--- src/design/ucb_pkg.sv ---
/*
 * Package for the descriptor-table base and configuration slice of the
 * full-speed USB controller: register offsets, field positions, reset
 * values, bus widths and the eye-pattern timing.
 * Assumes a single 40 MHz system clock and a plain register port.
 */
package ucb_pkg;

    localparam int ADDR_W = 8;
    localparam int DATA_W = 32;

    // Register byte addresses on the plain port
    localparam logic [7:0] OFS_BASE_LOW  = 8'h00;
    localparam logic [7:0] OFS_BASE_MID  = 8'h04;
    localparam logic [7:0] OFS_BASE_HIGH = 8'h08;
    localparam logic [7:0] OFS_CONFIG    = 8'h0C;

    // Field positions inside the low byte
    localparam int LOW_FIELD_LSB = 1;
    localparam int LOW_FIELD_MSB = 7;
    localparam int CFG_EYE_BIT   = 7;
    localparam int CFG_OEMON_BIT = 6;
    localparam int CFG_HALT_BIT  = 4;
    localparam int CFG_ASUSP_BIT = 0;
    localparam int BYTE_MSB      = 7;

    // Descriptor table alignment: 512 bytes
    localparam int ALIGN_BITS = 9;

    // Reset values
    localparam logic [6:0]  RST_BASE_LOW  = 7'h00;
    localparam logic [7:0]  RST_BASE_BYTE = 8'h00;
    localparam logic [31:0] ZERO_WORD     = 32'h00000000;
    localparam logic [23:0] ZERO_UPPER    = 24'h000000;
    localparam logic [8:0]  ZERO_ALIGN    = 9'h000;

    // Eye-pattern bit time: one full-speed bit, longest time rounds down
    localparam int EYE_BIT_PS   = 83333;
    localparam int CLK_PERIOD_PS = 25000;
    localparam int EYE_BIT_CYC_I = (EYE_BIT_PS / CLK_PERIOD_PS) < 1 ? 1 : (EYE_BIT_PS / CLK_PERIOD_PS);
    localparam logic [3:0] EYE_BIT_CYC = 4'(EYE_BIT_CYC_I);
    localparam logic [3:0] EYE_CNT_ONE = 4'h1;
    localparam logic [3:0] EYE_CNT_ZERO = 4'h0;

    // Stored configuration controls
    typedef struct packed {
        logic eye_pattern_test_enable;
        logic drive_enable_monitor;
        logic halt_in_idle;
        logic auto_suspend_on_sleep;
    } ucb_cfg_type;

    localparam ucb_cfg_type RST_CFG = '{1'b0, 1'b0, 1'b0, 1'b0};

    // Line state driven during the eye-pattern test
    typedef struct packed {
        logic dp;
        logic dm;
    } ucb_line_type;

endpackage

--- src/design/ucb_eye_gen.sv ---
/*
 * Eye-pattern generator: toggles a differential J/K pattern once per
 * full-speed bit time while enabled, idles at J otherwise.
 * Assumes the 40 MHz system clock and a synchronous active-high reset.
 */
`timescale 1ns/1ps
`default_nettype none

module ucb_eye_gen (
    input  wire logic                  clk,      // System clock
    input  wire logic                  rst,      // Synchronous reset
    input  wire logic                  enable,   // Pattern running
    output var  ucb_pkg::ucb_line_type line      // Pattern on D+/D-
);

    logic [3:0] bit_cnt;
    logic       bit_tick;

    // Bit-rate enable pulse from the divider
    always_ff @(posedge clk) begin
        if (rst || !enable) begin
            bit_cnt <= ucb_pkg::EYE_CNT_ZERO;
        end else if (bit_tick) begin
            bit_cnt <= ucb_pkg::EYE_CNT_ZERO;
        end else begin
            bit_cnt <= bit_cnt + ucb_pkg::EYE_CNT_ONE;
        end
    end

    assign bit_tick = (bit_cnt == (ucb_pkg::EYE_BIT_CYC - ucb_pkg::EYE_CNT_ONE));

    always_ff @(posedge clk) begin
        if (rst || !enable) begin
            line <= '{1'b1, 1'b0};
        end else if (bit_tick) begin
            line <= '{~line.dp, ~line.dm};
        end
    end

endmodule

`default_nettype wire

--- src/design/ucb_config.sv ---
/*
 * Descriptor-table base address registers and configuration register
 * of the full-speed USB controller, with their effect on eye-pattern
 * test, drive-enable monitor, halt in idle and suspend on sleep.
 * Assumes a plain register port synchronous to the 40 MHz clock, and
 * power-state and line-drive inputs synchronous to the same clock.
 */
// Contract
// - Low page register bits 7:1 hold writable table base bits 15:9.
// - Mid page register bits 7:0 hold writable table base bits 23:16.
// - High page register bits 7:0 hold writable table base bits 31:24.
// - Table base is 512-byte aligned; its low nine bits are zero.
// - Bit 0 of the low page register is absent and reads zero.
// - Bits 31:8 of all four registers read zero and ignore writes.
// - Eye control at config bit 7 drives the eye-pattern test when set.
// - Monitor control at bit 6 shows when the D+/D- lines are driven.
// - Halt control at bit 4 stops the module during system idle.
// - Auto-suspend at bit 0 suspends the module on sleep entry.
// - Without auto-suspend, only the manual suspend control suspends and stops 48 MHz.
// - All implemented bits reset to zero.
`timescale 1ns/1ps
`default_nettype none

module ucb_config (
    input  wire logic        CLK,             // 40 MHz system clock
    input  wire logic        SYS_RST,         // Synchronous reset, high
    input  wire logic [7:0]  ADDR,            // Register byte address
    input  wire logic [31:0] WDATA,           // Write data
    input  wire logic        WR,              // Write strobe
    input  wire logic        RD,              // Read strobe
    output logic      [31:0] RDATA,           // Read data, cycle after RD
    input  wire logic        SYSTEM_IDLE,     // System in idle mode
    input  wire logic        SYSTEM_SLEEP,    // System in sleep mode
    input  wire logic        MANUAL_SUSPEND,  // Suspend control from power register
    input  wire logic        LINE_DRIVE,      // Transceiver drives D+/D-
    output logic      [31:0] TABLE_BASE,      // Descriptor table base address
    output logic             EYE_OE,          // Eye pattern drives the lines
    output logic             EYE_DP,          // Eye pattern D+
    output logic             EYE_DM,          // Eye pattern D-
    output logic             OE_MONITOR,      // Drive-enable indication
    output logic             MODULE_HALTED,   // Module operation halted
    output logic             MODULE_SUSPEND,  // Module suspended
    output logic             CLK48_STOP       // Request to stop 48 MHz clock
);

    logic [6:0]           table_base_bits_15_9;
    logic [7:0]           table_base_bits_23_16;
    logic [7:0]           table_base_bits_31_24;
    ucb_pkg::ucb_cfg_type cfg;
    logic [31:0]          next_rdata;
    logic                 next_halt;
    logic                 next_suspend;
    logic                 eye_run;
    ucb_pkg::ucb_line_type eye_line;

    logic hit_low;
    logic hit_mid;
    logic hit_high;
    logic hit_cfg;

    assign hit_low  = (ADDR == ucb_pkg::OFS_BASE_LOW);
    assign hit_mid  = (ADDR == ucb_pkg::OFS_BASE_MID);
    assign hit_high = (ADDR == ucb_pkg::OFS_BASE_HIGH);
    assign hit_cfg  = (ADDR == ucb_pkg::OFS_CONFIG);

    // Base address bits 15:9
    always_ff @(posedge CLK) begin
        if (SYS_RST) begin
            table_base_bits_15_9 <= ucb_pkg::RST_BASE_LOW;
        end else if (WR && hit_low) begin
            table_base_bits_15_9 <= WDATA[ucb_pkg::LOW_FIELD_MSB:ucb_pkg::LOW_FIELD_LSB];
        end
    end

    // Base address bits 23:16
    always_ff @(posedge CLK) begin
        if (SYS_RST) begin
            table_base_bits_23_16 <= ucb_pkg::RST_BASE_BYTE;
        end else if (WR && hit_mid) begin
            table_base_bits_23_16 <= WDATA[ucb_pkg::BYTE_MSB:0];
        end
    end

    // Base address bits 31:24
    always_ff @(posedge CLK) begin
        if (SYS_RST) begin
            table_base_bits_31_24 <= ucb_pkg::RST_BASE_BYTE;
        end else if (WR && hit_high) begin
            table_base_bits_31_24 <= WDATA[ucb_pkg::BYTE_MSB:0];
        end
    end

    // Configuration controls; upper bits of the write word are dropped
    always_ff @(posedge CLK) begin
        if (SYS_RST) begin
            cfg <= ucb_pkg::RST_CFG;
        end else if (WR && hit_cfg) begin
            cfg.eye_pattern_test_enable <= WDATA[ucb_pkg::CFG_EYE_BIT];
            cfg.drive_enable_monitor    <= WDATA[ucb_pkg::CFG_OEMON_BIT];
            cfg.halt_in_idle            <= WDATA[ucb_pkg::CFG_HALT_BIT];
            cfg.auto_suspend_on_sleep   <= WDATA[ucb_pkg::CFG_ASUSP_BIT];
        end
    end

    // Read mux; unmapped addresses and idle cycles return zero
    always_comb begin
        next_rdata = ucb_pkg::ZERO_WORD;
        if (RD) begin
            case (1'b1)
                hit_low: begin
                    next_rdata[ucb_pkg::LOW_FIELD_MSB:ucb_pkg::LOW_FIELD_LSB] = table_base_bits_15_9;
                end
                hit_mid: begin
                    next_rdata[ucb_pkg::BYTE_MSB:0] = table_base_bits_23_16;
                end
                hit_high: begin
                    next_rdata[ucb_pkg::BYTE_MSB:0] = table_base_bits_31_24;
                end
                hit_cfg: begin
                    next_rdata[ucb_pkg::CFG_EYE_BIT]   = cfg.eye_pattern_test_enable;
                    next_rdata[ucb_pkg::CFG_OEMON_BIT] = cfg.drive_enable_monitor;
                    next_rdata[ucb_pkg::CFG_HALT_BIT]  = cfg.halt_in_idle;
                    next_rdata[ucb_pkg::CFG_ASUSP_BIT] = cfg.auto_suspend_on_sleep;
                end
                default: begin
                    next_rdata = ucb_pkg::ZERO_WORD;
                end
            endcase
        end
    end

    always_ff @(posedge CLK) begin
        if (SYS_RST) begin
            RDATA <= ucb_pkg::ZERO_WORD;
        end else begin
            RDATA <= next_rdata;
        end
    end

    // Assembled table base, low nine bits forced to zero
    always_ff @(posedge CLK) begin
        if (SYS_RST) begin
            TABLE_BASE <= ucb_pkg::ZERO_WORD;
        end else begin
            TABLE_BASE <= {table_base_bits_31_24, table_base_bits_23_16,
                           table_base_bits_15_9, ucb_pkg::ZERO_ALIGN};
        end
    end

    // Power-state decisions
    assign next_halt    = SYSTEM_IDLE && cfg.halt_in_idle;
    assign next_suspend = (SYSTEM_SLEEP && cfg.auto_suspend_on_sleep) || MANUAL_SUSPEND;

    always_ff @(posedge CLK) begin
        if (SYS_RST) begin
            MODULE_HALTED <= 1'b0;
        end else begin
            MODULE_HALTED <= next_halt;
        end
    end

    always_ff @(posedge CLK) begin
        if (SYS_RST) begin
            MODULE_SUSPEND <= 1'b0;
            CLK48_STOP     <= 1'b0;
        end else begin
            MODULE_SUSPEND <= next_suspend;
            CLK48_STOP     <= next_suspend;
        end
    end

    // Eye-pattern test drives the lines whenever its control is set
    assign eye_run = cfg.eye_pattern_test_enable;

    ucb_eye_gen u_eye (
        .clk    (CLK),
        .rst    (SYS_RST),
        .enable (eye_run),
        .line   (eye_line)
    );

    always_ff @(posedge CLK) begin
        if (SYS_RST) begin
            EYE_OE <= 1'b0;
            EYE_DP <= 1'b0;
            EYE_DM <= 1'b0;
        end else begin
            EYE_OE <= eye_run;
            EYE_DP <= eye_run && eye_line.dp;
            EYE_DM <= eye_run && eye_line.dm;
        end
    end

    // Drive-enable indication covers the transceiver and the eye test
    always_ff @(posedge CLK) begin
        if (SYS_RST) begin
            OE_MONITOR <= 1'b0;
        end else begin
            OE_MONITOR <= cfg.drive_enable_monitor && (LINE_DRIVE || eye_run);
        end
    end
endmodule

`default_nettype wire

--- config.mk ---
export PLATFORM = sky130hd
export DESIGN_NAME = ucb_config
export DESIGN_NICKNAME = d
export VERILOG_FILES = /design/src/design/ucb_pkg.sv /design/src/design/ucb_eye_gen.sv /design/src/design/ucb_config.sv
export SDC_FILE = /design/constraint.sdc
export NUM_CORES = 1
export LEC_CHECK = 0
export BUFFER_PORTS_ARGS = -buffer_cell sky130_fd_sc_hd__buf_2
export CORE_ASPECT_RATIO = 1.5
export CORE_MARGIN = 2
export CORE_UTILIZATION = 49
export CTS_BUF_LIST = sky130_fd_sc_hd__clkbuf_4
export DETAILED_ROUTE_END_ITERATION = 10
export PLACE_DENSITY = 0.89
export SLEW_MARGIN = 20
export SYNTH_ARGS = -nofsm -noshare
export SYNTH_HDL_FRONTEND = slang
export SYNTH_SLANG_ARGS = --single-unit
--- constraint.sdc ---
create_clock -name CLK -period 1.75 [get_ports CLK]
set_clock_uncertainty 0.1 [all_clocks]
set_input_delay 0.2625 -clock CLK [delete_from_list [all_inputs] [get_ports CLK]]
set_output_delay 0.2625 -clock CLK [all_outputs]
set_load 0.05 [all_outputs]
-- Word-level counts from Yosys, hierarchy flattened
Index checks and enable logic that the tools add are counted.
- register bits: 103
- bits in latches: 0
- bits in writable memories: 0
- memory bits (read-only): 0
- input port bits: 48
- output and inout bits: 71
- word-level logic and storage cells: 63
- memories: 0
- add/subtract/negate cells: 1
- multiply operators: 0
- div/mod/pow operators: 0
- magnitude comparators: 0
- eq/ne operators: 4
- shifts and indexed selects: 0
- mux-type cells: 17
- bitwise logic cells: 3
- reductions and logical operators: 17
- operator list (kind ; count):
    8-bit by 4-bit == test with 1-bit output, second input constant ; 2
    1-bit 2-to-1 mux ; 10
    1-bit logical AND ; 9
    3-bit 2-to-1 mux ; 3
    8-bit by 3-bit == test with 1-bit output, second input constant ; 1
    8-bit logical NOT ; 1
    2-bit 2-to-1 mux ; 4
    4-bit by 1-bit adder with 4-bit output, second input constant ; 1
    4-bit by 2-bit == test with 1-bit output, second input constant ; 1
    2-bit OR reduction ; 2
    1-bit logical OR ; 3
    1-bit inverter ; 3
    3-bit OR reduction ; 1
    1-bit logical NOT ; 1

-- Depth between registers and ports, before layout
Gate-level depths: netlist of run 1.
- word-level depth: 5
- gate-level depth with buffers: 5
- depth with buffers taken out: 5

-- Hierarchy
From an unflattened synthesis of run 1, not the netlist that was laid out.
- cells, all modules: 256
- area total of the unflattened synthesis: 2736.4 um^2
- modules (own cells, without submodules) (module ; times used ; cells each ; area an instance (um^2) ; seq. area each (um^2)):
    ucb_config ; 1 ; 231 ; 2483.6 ; 1281.2
    ucb_eye_gen ; 1 ; 25 ; 252.7 ; 120.1

-- Least setup slack after synthesis of run 1
No wires, ideal clock.
- path type: input to register
- start point: input port ADDR[5]
- end point: register cfg[0] (netlist name)
- library setup time: 126 ps
- arrival: 1143 ps
- data required time: 1524 ps
- slack: 381 ps
- stages: 3
- buffers on the path: 0
- cells stage by stage: nor4_4 -> nand4_1 -> mux2i_1
- longest elaborated chain between the ends: 2
- ends and longest elaborated chain (element ; RTL line ; source):
    from (decl) ; ucb_config.sv:27 ; input wire logic [7:0] ADDR,
    8-bit by 4-bit == test with 1-bit output ; ucb_config.sv:64 ; assign hit_cfg = (ADDR == ucb_pkg::OFS_CONFIG);
    1-bit logical AND ; ucb_config.sv:97 ; end else if (WR && hit_cfg) begin
    to (signal assigned) ; ucb_config.sv:96 ; cfg <= ucb_pkg::RST_CFG;
    to (decl) ; ucb_config.sv:49 ; ucb_pkg::ucb_cfg_type cfg;
Every way passes these cells.
A chain may end at the register's enable or synchronous reset.

-- Final worst setup path of run 1
- start point: input port SYS_RST
- end point: register u_eye.bit_cnt[0]
- longest elaborated chain between the ends: 2
- ends and longest elaborated chain (element ; RTL line ; source):
    from (decl) ; ucb_config.sv:26 ; input wire logic SYS_RST,
    1-bit logical OR ; ucb_eye_gen.sv:21 ; if (rst || !enable) begin
    2-bit OR reduction (no line) ; - ;
    to (signal assigned) ; ucb_eye_gen.sv:22 ; bit_cnt <= ucb_pkg::EYE_CNT_ZERO;
    to (signal assigned) ; ucb_eye_gen.sv:24 ; bit_cnt <= ucb_pkg::EYE_CNT_ZERO;
    to (signal assigned) ; ucb_eye_gen.sv:26 ; bit_cnt <= bit_cnt + ucb_pkg::EYE_CNT_ONE;
    to (decl) ; ucb_eye_gen.sv:16 ; logic [3:0] bit_cnt;
Every way passes these cells.

==> metrics, run 1 <==
status finished clean; CTS Sinks 70; Worst R2R Path Depth 5; Max FO, Critical Path 15; cell taking the most area after synthesis dfxtp_1; startpoint types primary input; final net count 379; final setup fails 0; Worst-Skew Late Latency 0.40 ns; Post-Route WL 4680 um; Hold Path Depth 3; Avg Inst Size Synth 10.7 sq um; iteration count of the initial detailed-routing pass 4; sequential-to-total area share from yosys stat 51.5%; Die ar. 0.00618 sq mm; Synth top area share 51.5%; Buf/Inv on CP 4; die height 95.3 um; CTS tree built; fmax 669 MHz; Buffers on Ports 61; area grow syn2layout 16.0%; DR WL/cell 11.7 um; GRT overflow 0; Leakage 1.80 nW; Worst Setup Path Type in -> reg; Hold Path Class in -> reg; Overall Global Routing Usage 16.3%; hpwl dp 3540 um; Worst Hold End table_base_bits_31_24[3]; Vias/cell 4.48; RSZ-0062 raised after global routing false; Slew Viols, Final 0; final hold vios 0; Core Region 0.00541 sq mm; CTS buffer count 9; FF-to-FF Start u_eye.bit_cnt[0]; Longest Clk Path Bufs 2; global-route wire length before repair 7440 um; Reg clk slew, reported paths 0.11 ns; period utilization 85.4%; Worst R2R End u_eye.line[1]; Yosys reg bits 70; reg-to-reg slack, setup 0.39 ns; Pwr per Cell Area 884 mW/mm^2; number of synthesized flops with an enable pin 0; largest net degree at the start of global routing 20; synthesized area 0.00272 sq mm; MaxCap Viol Count 0; PnR Total Power 2.79 mW; CP required 2.00 ns; initial antenna violation count 0; Max stage delay on crit path 0.54 ns; diode count 0; CP Cell Sequence dlygate4sd3_1 > buf_2 > buf_4 > nand2b_1 > inv_1 > o21ai_0 > nor2_1; Synth Instances 255; share of cells above drive strength 1 27.2%; GPL Wtd Cong 0.850; FP Rows 33; top post-synthesis cells by area dfxtp_1 52%, mux2i_1 11%, buf_4 9.4%; Initial Util 50.3%; cell with the most instances after synthesis dfxtp_1; Yosys cell types 31; Post-synth top cells 70 x dfxtp_1, 37 x nand2b_1, 34 x buf_4; root buf cell clkbuf_4; Top Family by Delay on Critical Path buffers and inverters; DRC viols 0; I/O Pins 119; setup tns final 0 ns; total vias in the final route 1796; min-delay src WDATA[3]; CP arrival 1.74 ns; Final min period 1.49 ns; Layout fillers 483; Iter 0 DRT Violations 30; Peak supply drop 0.000485 V; crit end category flip-flop; dominant synthesized flop cell dfxtp_1; Routed Antenna Nets 0; ys async rst share 0%; vias in the first global route 1682; htree depth 3; Yosys warning count 0; die width 64.8 um; Crit-path slowest cell dlygate4sd3_1
==> routing by layer <==
metal	vias up	wire length (um)	GRT usage (%)
met5	-	0	0
met4	0	98	9.04
met3	9	330	4.96
met2	69	2360	28.2
met1	822	1890	17.7
li1	896	-	-
==> tightest hold or removal path, delay by kind of cell <==
| kind | cells | cell delay (ns) |
|---|---|---|
| muxes | 1 | 0.08 |
| and+or+nand+nor | 1 | 0.10 |
| buffers and inverters | 1 | 0.09 |
==> how the worst max path moves through the flow <==
stage / startpoint / endpoint / slack (ns) / depth (start not counted)
after floorplan: ADDR[5] / cfg[0] / 0.38 / 3
after global placement: ADDR[5] / cfg[0] / 0.20 / 5
after detailed placement: ADDR[1] / eye_run / 0.18 / 4
after CTS: SYS_RST / RDATA[0] / 0.26 / 6
after global routing: SYS_RST / u_eye.bit_cnt[0] / 0.16 / 7
final: SYS_RST / u_eye.bit_cnt[0] / 0.26 / 7
==> layout by cell type, fill, tap and decap left out, types with 2 or more instances in the layout <==
master,n
a21oi_1,2
a2bb2oi_1,4
and2_1,2
and3_2,3
buf_2,61
buf_4,5
clkbuf_4,10
conb_1,33
dfxtp_1,70
dlygate4sd3_1,5
ha_1,2
inv_1,26
mux2i_1,31
mux4_2,3
nand2_1,2
nand2b_1,37
nand3_2,3
nor2_1,14
xnor2_1,2
==> area by class of cell <==
cell class / instances / area (sq um) / area share, %
Clock buffer: 10 / 75.1 / 2.38
Clock inverter: 3 / 38.8 / 1.23
Sequential cell: 70 / 1400 / 44.4
Inverter: 26 / 97.6 / 3.09
Multi-Input combinational cell: 151 / 1060 / 33.6
Timing Repair Buffer: 71 / 393 / 12.5
Tap cell: 70 / 87.6 / 2.78
==> per-stage QoR <==
stage | worst slack (ns) | cell area, sq um | cells | hold WS (ns) | util, %
after floorplan | 0.381 | 2840 | 287 | 0.275 | -
after global placement | 0.199 | 2990 | 383 | 0.346 | 55.3
after detailed placement | 0.179 | 2990 | 383 | 0.359 | 55.3
after CTS | 0.264 | 3150 | 401 | 0.0496 | 58.3
after global routing | 0.159 | 3150 | 401 | 0.0773 | 58.3
final | 0.256 | 3150 | 401 | 0.0722 | 58.3
==> logic make-up after synthesis <==
logic type | after synthesis | synth area share, %
xor gates and xnor gates | 3 | 0.966
buffers and inverters | 66 | 13.9
and+or+nand+nor | 70 | 16.1
DFF | 70 | 51.5
other | 1 | 0.138
AOI/OAI and AO/OA | 8 | 2.12
muxes | 35 | 14.3
adders and majority gates | 2 | 0.920
==> flip-flops by register name, indices dropped and copies added (netlist names) <==
register,count
EYE_DP,1
table_base_bits_23_16,8
EYE_DM,1
TABLE_BASE,23
EYE_OE,1
u_eye.line,2
RDATA,8
table_base_bits_15_9,7
eye_run,1
OE_MONITOR,1
CLK48_STOP,1
u_eye.bit_cnt,4
MODULE_HALTED,1
cfg,3
table_base_bits_31_24,8
==> report_power, final <==
part | internal (mW) | switching [mW]
Clock | 0.423 | 0.493
Combinational | 0.0609 | 0.216
Sequential | 1.59 | 0.000914
Total | 2.08 | 0.710
==> repair_timing <==
| item | in CTS | in global routing |
|---|---|---|
| resized for setup | 0 | 0 |
| endpoints found under the setup margin | 0 | 0 |
| hold buffers | 5 | 0 |
| hold endpoints to repair | 3 | 0 |
| setup buffers | 0 | 0 |
Note: power is estimated with default switching activity, not from simulation.
==> run 2, diff against run 1 <==
Settings changed: ABC_AREA set to 1, PLACE_DENSITY 0.89 to 0.88.
==> metrics, run 2 <==
status finished clean; CTS Sinks 70; PnR worst setup slack 0.353 ns; design area 0.00331 sq mm; area grow syn2layout 15.3%; Longest Clk Path Bufs 2; largest net degree at the start of global routing 28; share of cells above drive strength 1 21.7%; Final min period 1.40 ns; Worst Hold End table_base_bits_15_9[2]; final hold vios 0; min-delay src WDATA[3]; cell taking the most area after synthesis dfxtp_1; MaxCap Viol Count 0; Routed Antenna Nets 0; DP Cell Count 498; Hold Path Depth 3; GRT overflow 0; Reg clk slew, reported paths 0.12 ns; FF+latch area 0.00140 sq mm; final net count 491; vias in the first global route 2297; htree depth 3; Layout fillers 538; Largest register FFs 23; number of synthesized flops with an enable pin 0; synthesized area 0.00287 sq mm; Avg Inst Size Synth 7.77 sq um; setup bufs post-CTS 0; Post-synth top cells 89 x nor2_1, 70 x dfxtp_1, 44 x inv_1; Reg with most FFs TABLE_BASE; startpoint types primary input; crit end category flip-flop; die width 66.5 um; Buffers on Ports 61; Hold Path Class in -> reg; CTS tree built; FF-to-FF Start cfg[0]; Slew Viols, Final 0; Leakage 1.61 nW; Worst-Skew Late Latency 0.42 ns; sequential-to-total area share from yosys stat 48.8%; cell with the most instances after synthesis nor2_1; Initial Util 50.0%; hold_ws 0.0102 ns; total vias in the final route 2367; area of the multi-input gates 0.00112 sq mm; final core utilization 57.7%; Synth top area share 48.8%; FP Rows 34; Post-DP Area 0.00313 sq mm; Post-CTS Resized 0; Iter 0 DRT Violations 96; Yosys warning count 0; diode count 0; Peak supply drop 0.000634 V; root buf cell clkbuf_4; Vias/cell 4.57; most frequent cells in the layout 89 x nor2_1, 70 x dfxtp_1, 61 x buf_2; RSZ-0062 raised after global routing false; PnR Total Power 2.91 mW; global-route wire length before repair 9600 um; fmax 716 MHz; I/O Pins 119; DRC viols 0; Hold Buf Count CTS 4; Synth Instances 370; die height 97.8 um; ys async rst share 0%; Yosys cell types 22; Yosys reg bits 70; hpwl dp 4390 um; CTS buffer count 9; setup tns final 0 ns; dominant synthesized flop cell dfxtp_1; Max FO, Critical Path 1; top post-synthesis cells by area dfxtp_1 49%, nor2_1 12%, buf_4 8.9%; pre-CTS setup slack 0.285 ns; Die ar. 0.00651 sq mm; DR WL/cell 10.9 um; reg-to-reg slack, setup 0.46 ns; iteration count of the initial detailed-routing pass 4; Worst R2R Path Depth 3; Overall Global Routing Usage 19.2%; CP required 1.97 ns; commonest non-fill, non-tap cell in the layout nor2_1; final setup fails 0; Post-Route WL 5630 um; Worst R2R End CLK48_STOP; CP arrival 1.62 ns; Core Region 0.00574 sq mm; Final Non-Filler Cells 518; period utilization 79.9%; Pwr per Cell Area 879 mW/mm^2; GPL Wtd Cong 0.904; initial antenna violation count 0; Worst Setup Path Type in -> reg
==> run 2: cell types whose count changed after synthesis, moves of 18 or more <==
cell | before | now
nand3_1 | 1 | 23
mux2i_1 | 31 | 0
nand2_1 | 2 | 41
nand2b_1 | 37 | 0
o21ai_0 | 1 | 20
inv_1 | 26 | 44
nor2_1 | 14 | 89
==> run 2: layer usage <==
layer	track usage [%]	routed length, um	up-vias
met3	5.41	435	17
met5	0	0	-
li1	-	-	1217
met4	11.6	166	0
met2	33.2	2840	115
met1	19.9	2190	1018
==> run 2: how the worst max path moves through the flow <==
| stage | cells past startpoint | startpoint | slack (ns) | to |
|---|---|---|---|---|
| final | 5 | MANUAL_SUSPEND | 0.35 | CLK48_STOP |
| after global routing | 1 | TABLE_BASE[18] | 0.31 | TABLE_BASE[18] |
| after CTS | 1 | CLK48_STOP | 0.35 | MODULE_SUSPEND |
| after detailed placement | 7 | ADDR[4] | 0.29 | table_base_bits_15_9[0] |
| after global placement | 7 | ADDR[5] | 0.32 | table_base_bits_15_9[0] |
| after floorplan | 1 | CLK48_STOP | 0.49 | MODULE_SUSPEND |
==> run 2: cell families (layout without fill, tap and decap cells) <==
kind of cell | Yosys count | in the layout | synth area share, %
compound gates | 40 | 40 | 6.97
xor+xnor | 1 | 1 | 0.305
simple gates | 168 | 168 | 26.4
buf+inv | 88 | 132 | 16.5
fa+ha+maj | 2 | 2 | 0.871
other cells | 1 | 33 | 0.130
flops | 70 | 70 | 48.8
==> run 2: worst max-delay path, stage by stage <==
cell and delay (ns):
dlygate4sd3_1 0.53, buf_2 0.12, a21oi_1 0.10, dlygate4sd3_1 0.57, nor2_1 0.05
==> run 2: report_power, final <==
group | internal [mW] | switching (mW)
clock network | 0.439 | 0.573
logic | 0.0514 | 0.252
registers | 1.60 | 0.00185
==> run 2: area by class of cell <==
cell class,instances,area share [%]
clock buffer,9,2.04
inverter,48,5.89
timing repair buffer,68,11.1
clock inverter,7,2.23
tap,72,2.72
multi-input combinational,244,33.7
sequential,70,42.3
==> run 3, diff against run 2 <==
Settings changed: CORE_UTILIZATION 49 to 45, PLACE_DENSITY 0.88 to 0.86.
Clock period 1.75 ns to 1.21 ns, I/O delays scaled along.
==> metrics, run 3 (synthesis gave the netlist of run 2 again) <==
CTS buffer count 9; PnR Total Power 4.68 mW; critical path depth 1; die height 102 um; Iter 0 DRT Violations 144; MaxCap Viol Count 0; Peak supply drop 0.000596 V; Slew Viols, Final 0; area grow syn2layout 35.7%; CP Cell Sequence buf_8; Layout fillers 486; Worst R2R End u_eye.line[0]; GRT overflow 0; CP arrival 0.95 ns; fmax 810 MHz; root buf cell clkbuf_4; Die ar. 0.00705 sq mm; Vias/cell 4.67; commonest non-fill, non-tap cell in the layout nor2_1; RSZ-0062 raised after global routing true; PnR worst setup slack -0.0243 ns; Max FO, Critical Path 2; Crit-path slowest cell dfxtp_4; Buffers on Ports 61; diode count 0; hpwl dp 4420 um; largest net degree at the start of global routing 28; reg-to-reg slack, setup 0.07 ns; Final min period 1.23 ns; most frequent cells in the layout 89 x nor2_1, 44 x inv_1, 39 x nand2_1; Worst R2R Path Depth 5; I/O Pins 119; failing checks negative setup slack; Max stage delay on crit path 0.38 ns; DR WL/cell 12.1 um; Post-Route WL 6460 um; CTS tree built; initial antenna violation count 0; CTS Sinks 70; Longest Clk Path Bufs 2; Worst-Skew Late Latency 0.43 ns; Core Region 0.00617 sq mm; Reg with most FFs TABLE_BASE; Largest register FFs 23; period utilization 102%; Worst Setup Path Type reg -> out; Reg clk slew, reported paths 0.11 ns; crit end category primary output; final net count 506; Pwr per Cell Area 1200 mW/mm^2; Leakage 1.78 nW; total vias in the final route 2498; Initial Util 46.5%; Hold Path Class in -> reg; status finished, violations left; min-delay src SYS_RST; Overall Global Routing Usage 18.8%; Routed Antenna Nets 0; GPL Wtd Cong 0.833; vias in the first global route 2315; FF-to-FF Start u_eye.bit_cnt[0]; setup bufs post-CTS 0; FP Rows 35; global-route wire length before repair 10300 um; startpoint types flip-flop; Hold Path Depth 3; setup tns final -0.0473 ns; Top Family by Delay on Critical Path flip-flops; Buf/Inv on CP 1; share of cells above drive strength 1 30.6%; htree depth 3; CP required 0.93 ns; iteration count of the initial detailed-routing pass 4; final hold vios 0; final setup fails 2; Worst Hold End TABLE_BASE[30]; die width 69.3 um; DRC viols 0
-- run 3: cell types whose count changed in the layout (fill, tap and decap cells not counted), sizes merged --
cell,change
dlygate4sd3,+9
buf,+6
bufinv,+2
clkbuf,+2
clkinv,-2
clkinvlp,-1
inv,-1
-- run 3: what timing repair did --
| action | in CTS | in global routing |
|---|---|---|
| hold endpoints to repair | 29 | 0 |
| hold buffers | 13 | 0 |
| gates resized for setup | 118 | 26 |
| setup endpoints to repair | 38 | 43 |
-- run 3: worst max path at each step --
stage,start,end,slack (ns)
floorplan,CLK48_STOP,MODULE_SUSPEND,0.03
global placement,ADDR[5],table_base_bits_23_16[2],-0.07
detailed placement,ADDR[5],table_base_bits_23_16[0],-0.11
CTS,CLK48_STOP,MODULE_SUSPEND,-0.04
global route,CLK48_STOP,MODULE_SUSPEND,-0.06
finish,CLK48_STOP,MODULE_SUSPEND,-0.02
-- run 3: where the power goes --
group	switching (mW)	internal, mW	total, mW	leakage (nW)
logic	0.375	0.113	0.488	1.10
clock network	0.799	1.08	1.88	0.0961
registers	0.00470	2.31	2.31	0.583
total	1.18	3.50	4.68	1.78
-- run 3: area by class of cell --
type	instances	area (sq um)	area share, %
repair buffers	83	855	21.9
flip-flops and latches	70	1450	37.2
clock buffers	11	82.6	2.12
multi-input cells	244	1130	28.9
inverters	48	195	5.01
clock inverters	5	97.6	2.50
well taps	74	92.6	2.37
-- run 3: through the flow --
step	hold WS, ns	instances	worst slack, ns	cell area (sq um)	util, %
finish	0.0726	535	-0.0243	3900	63.1
CTS	0.0304	535	-0.0362	3810	61.7
global route	0.0634	535	-0.0569	3900	63.1
floorplan	0.199	402	0.0342	2990	-
global placement	0.288	506	-0.0723	3190	51.7
detailed placement	0.296	506	-0.109	3190	51.7
-- run 3: layer usage --
metal / track usage, % / up-vias / wire, um
li1: - / 1240 / -
met5: 0 / - / 0
met2: 31.5 / 105 / 3290
met1: 20.6 / 1134 / 2560
met4: 13.6 / 0 / 225
met3: 4.93 / 19 / 380
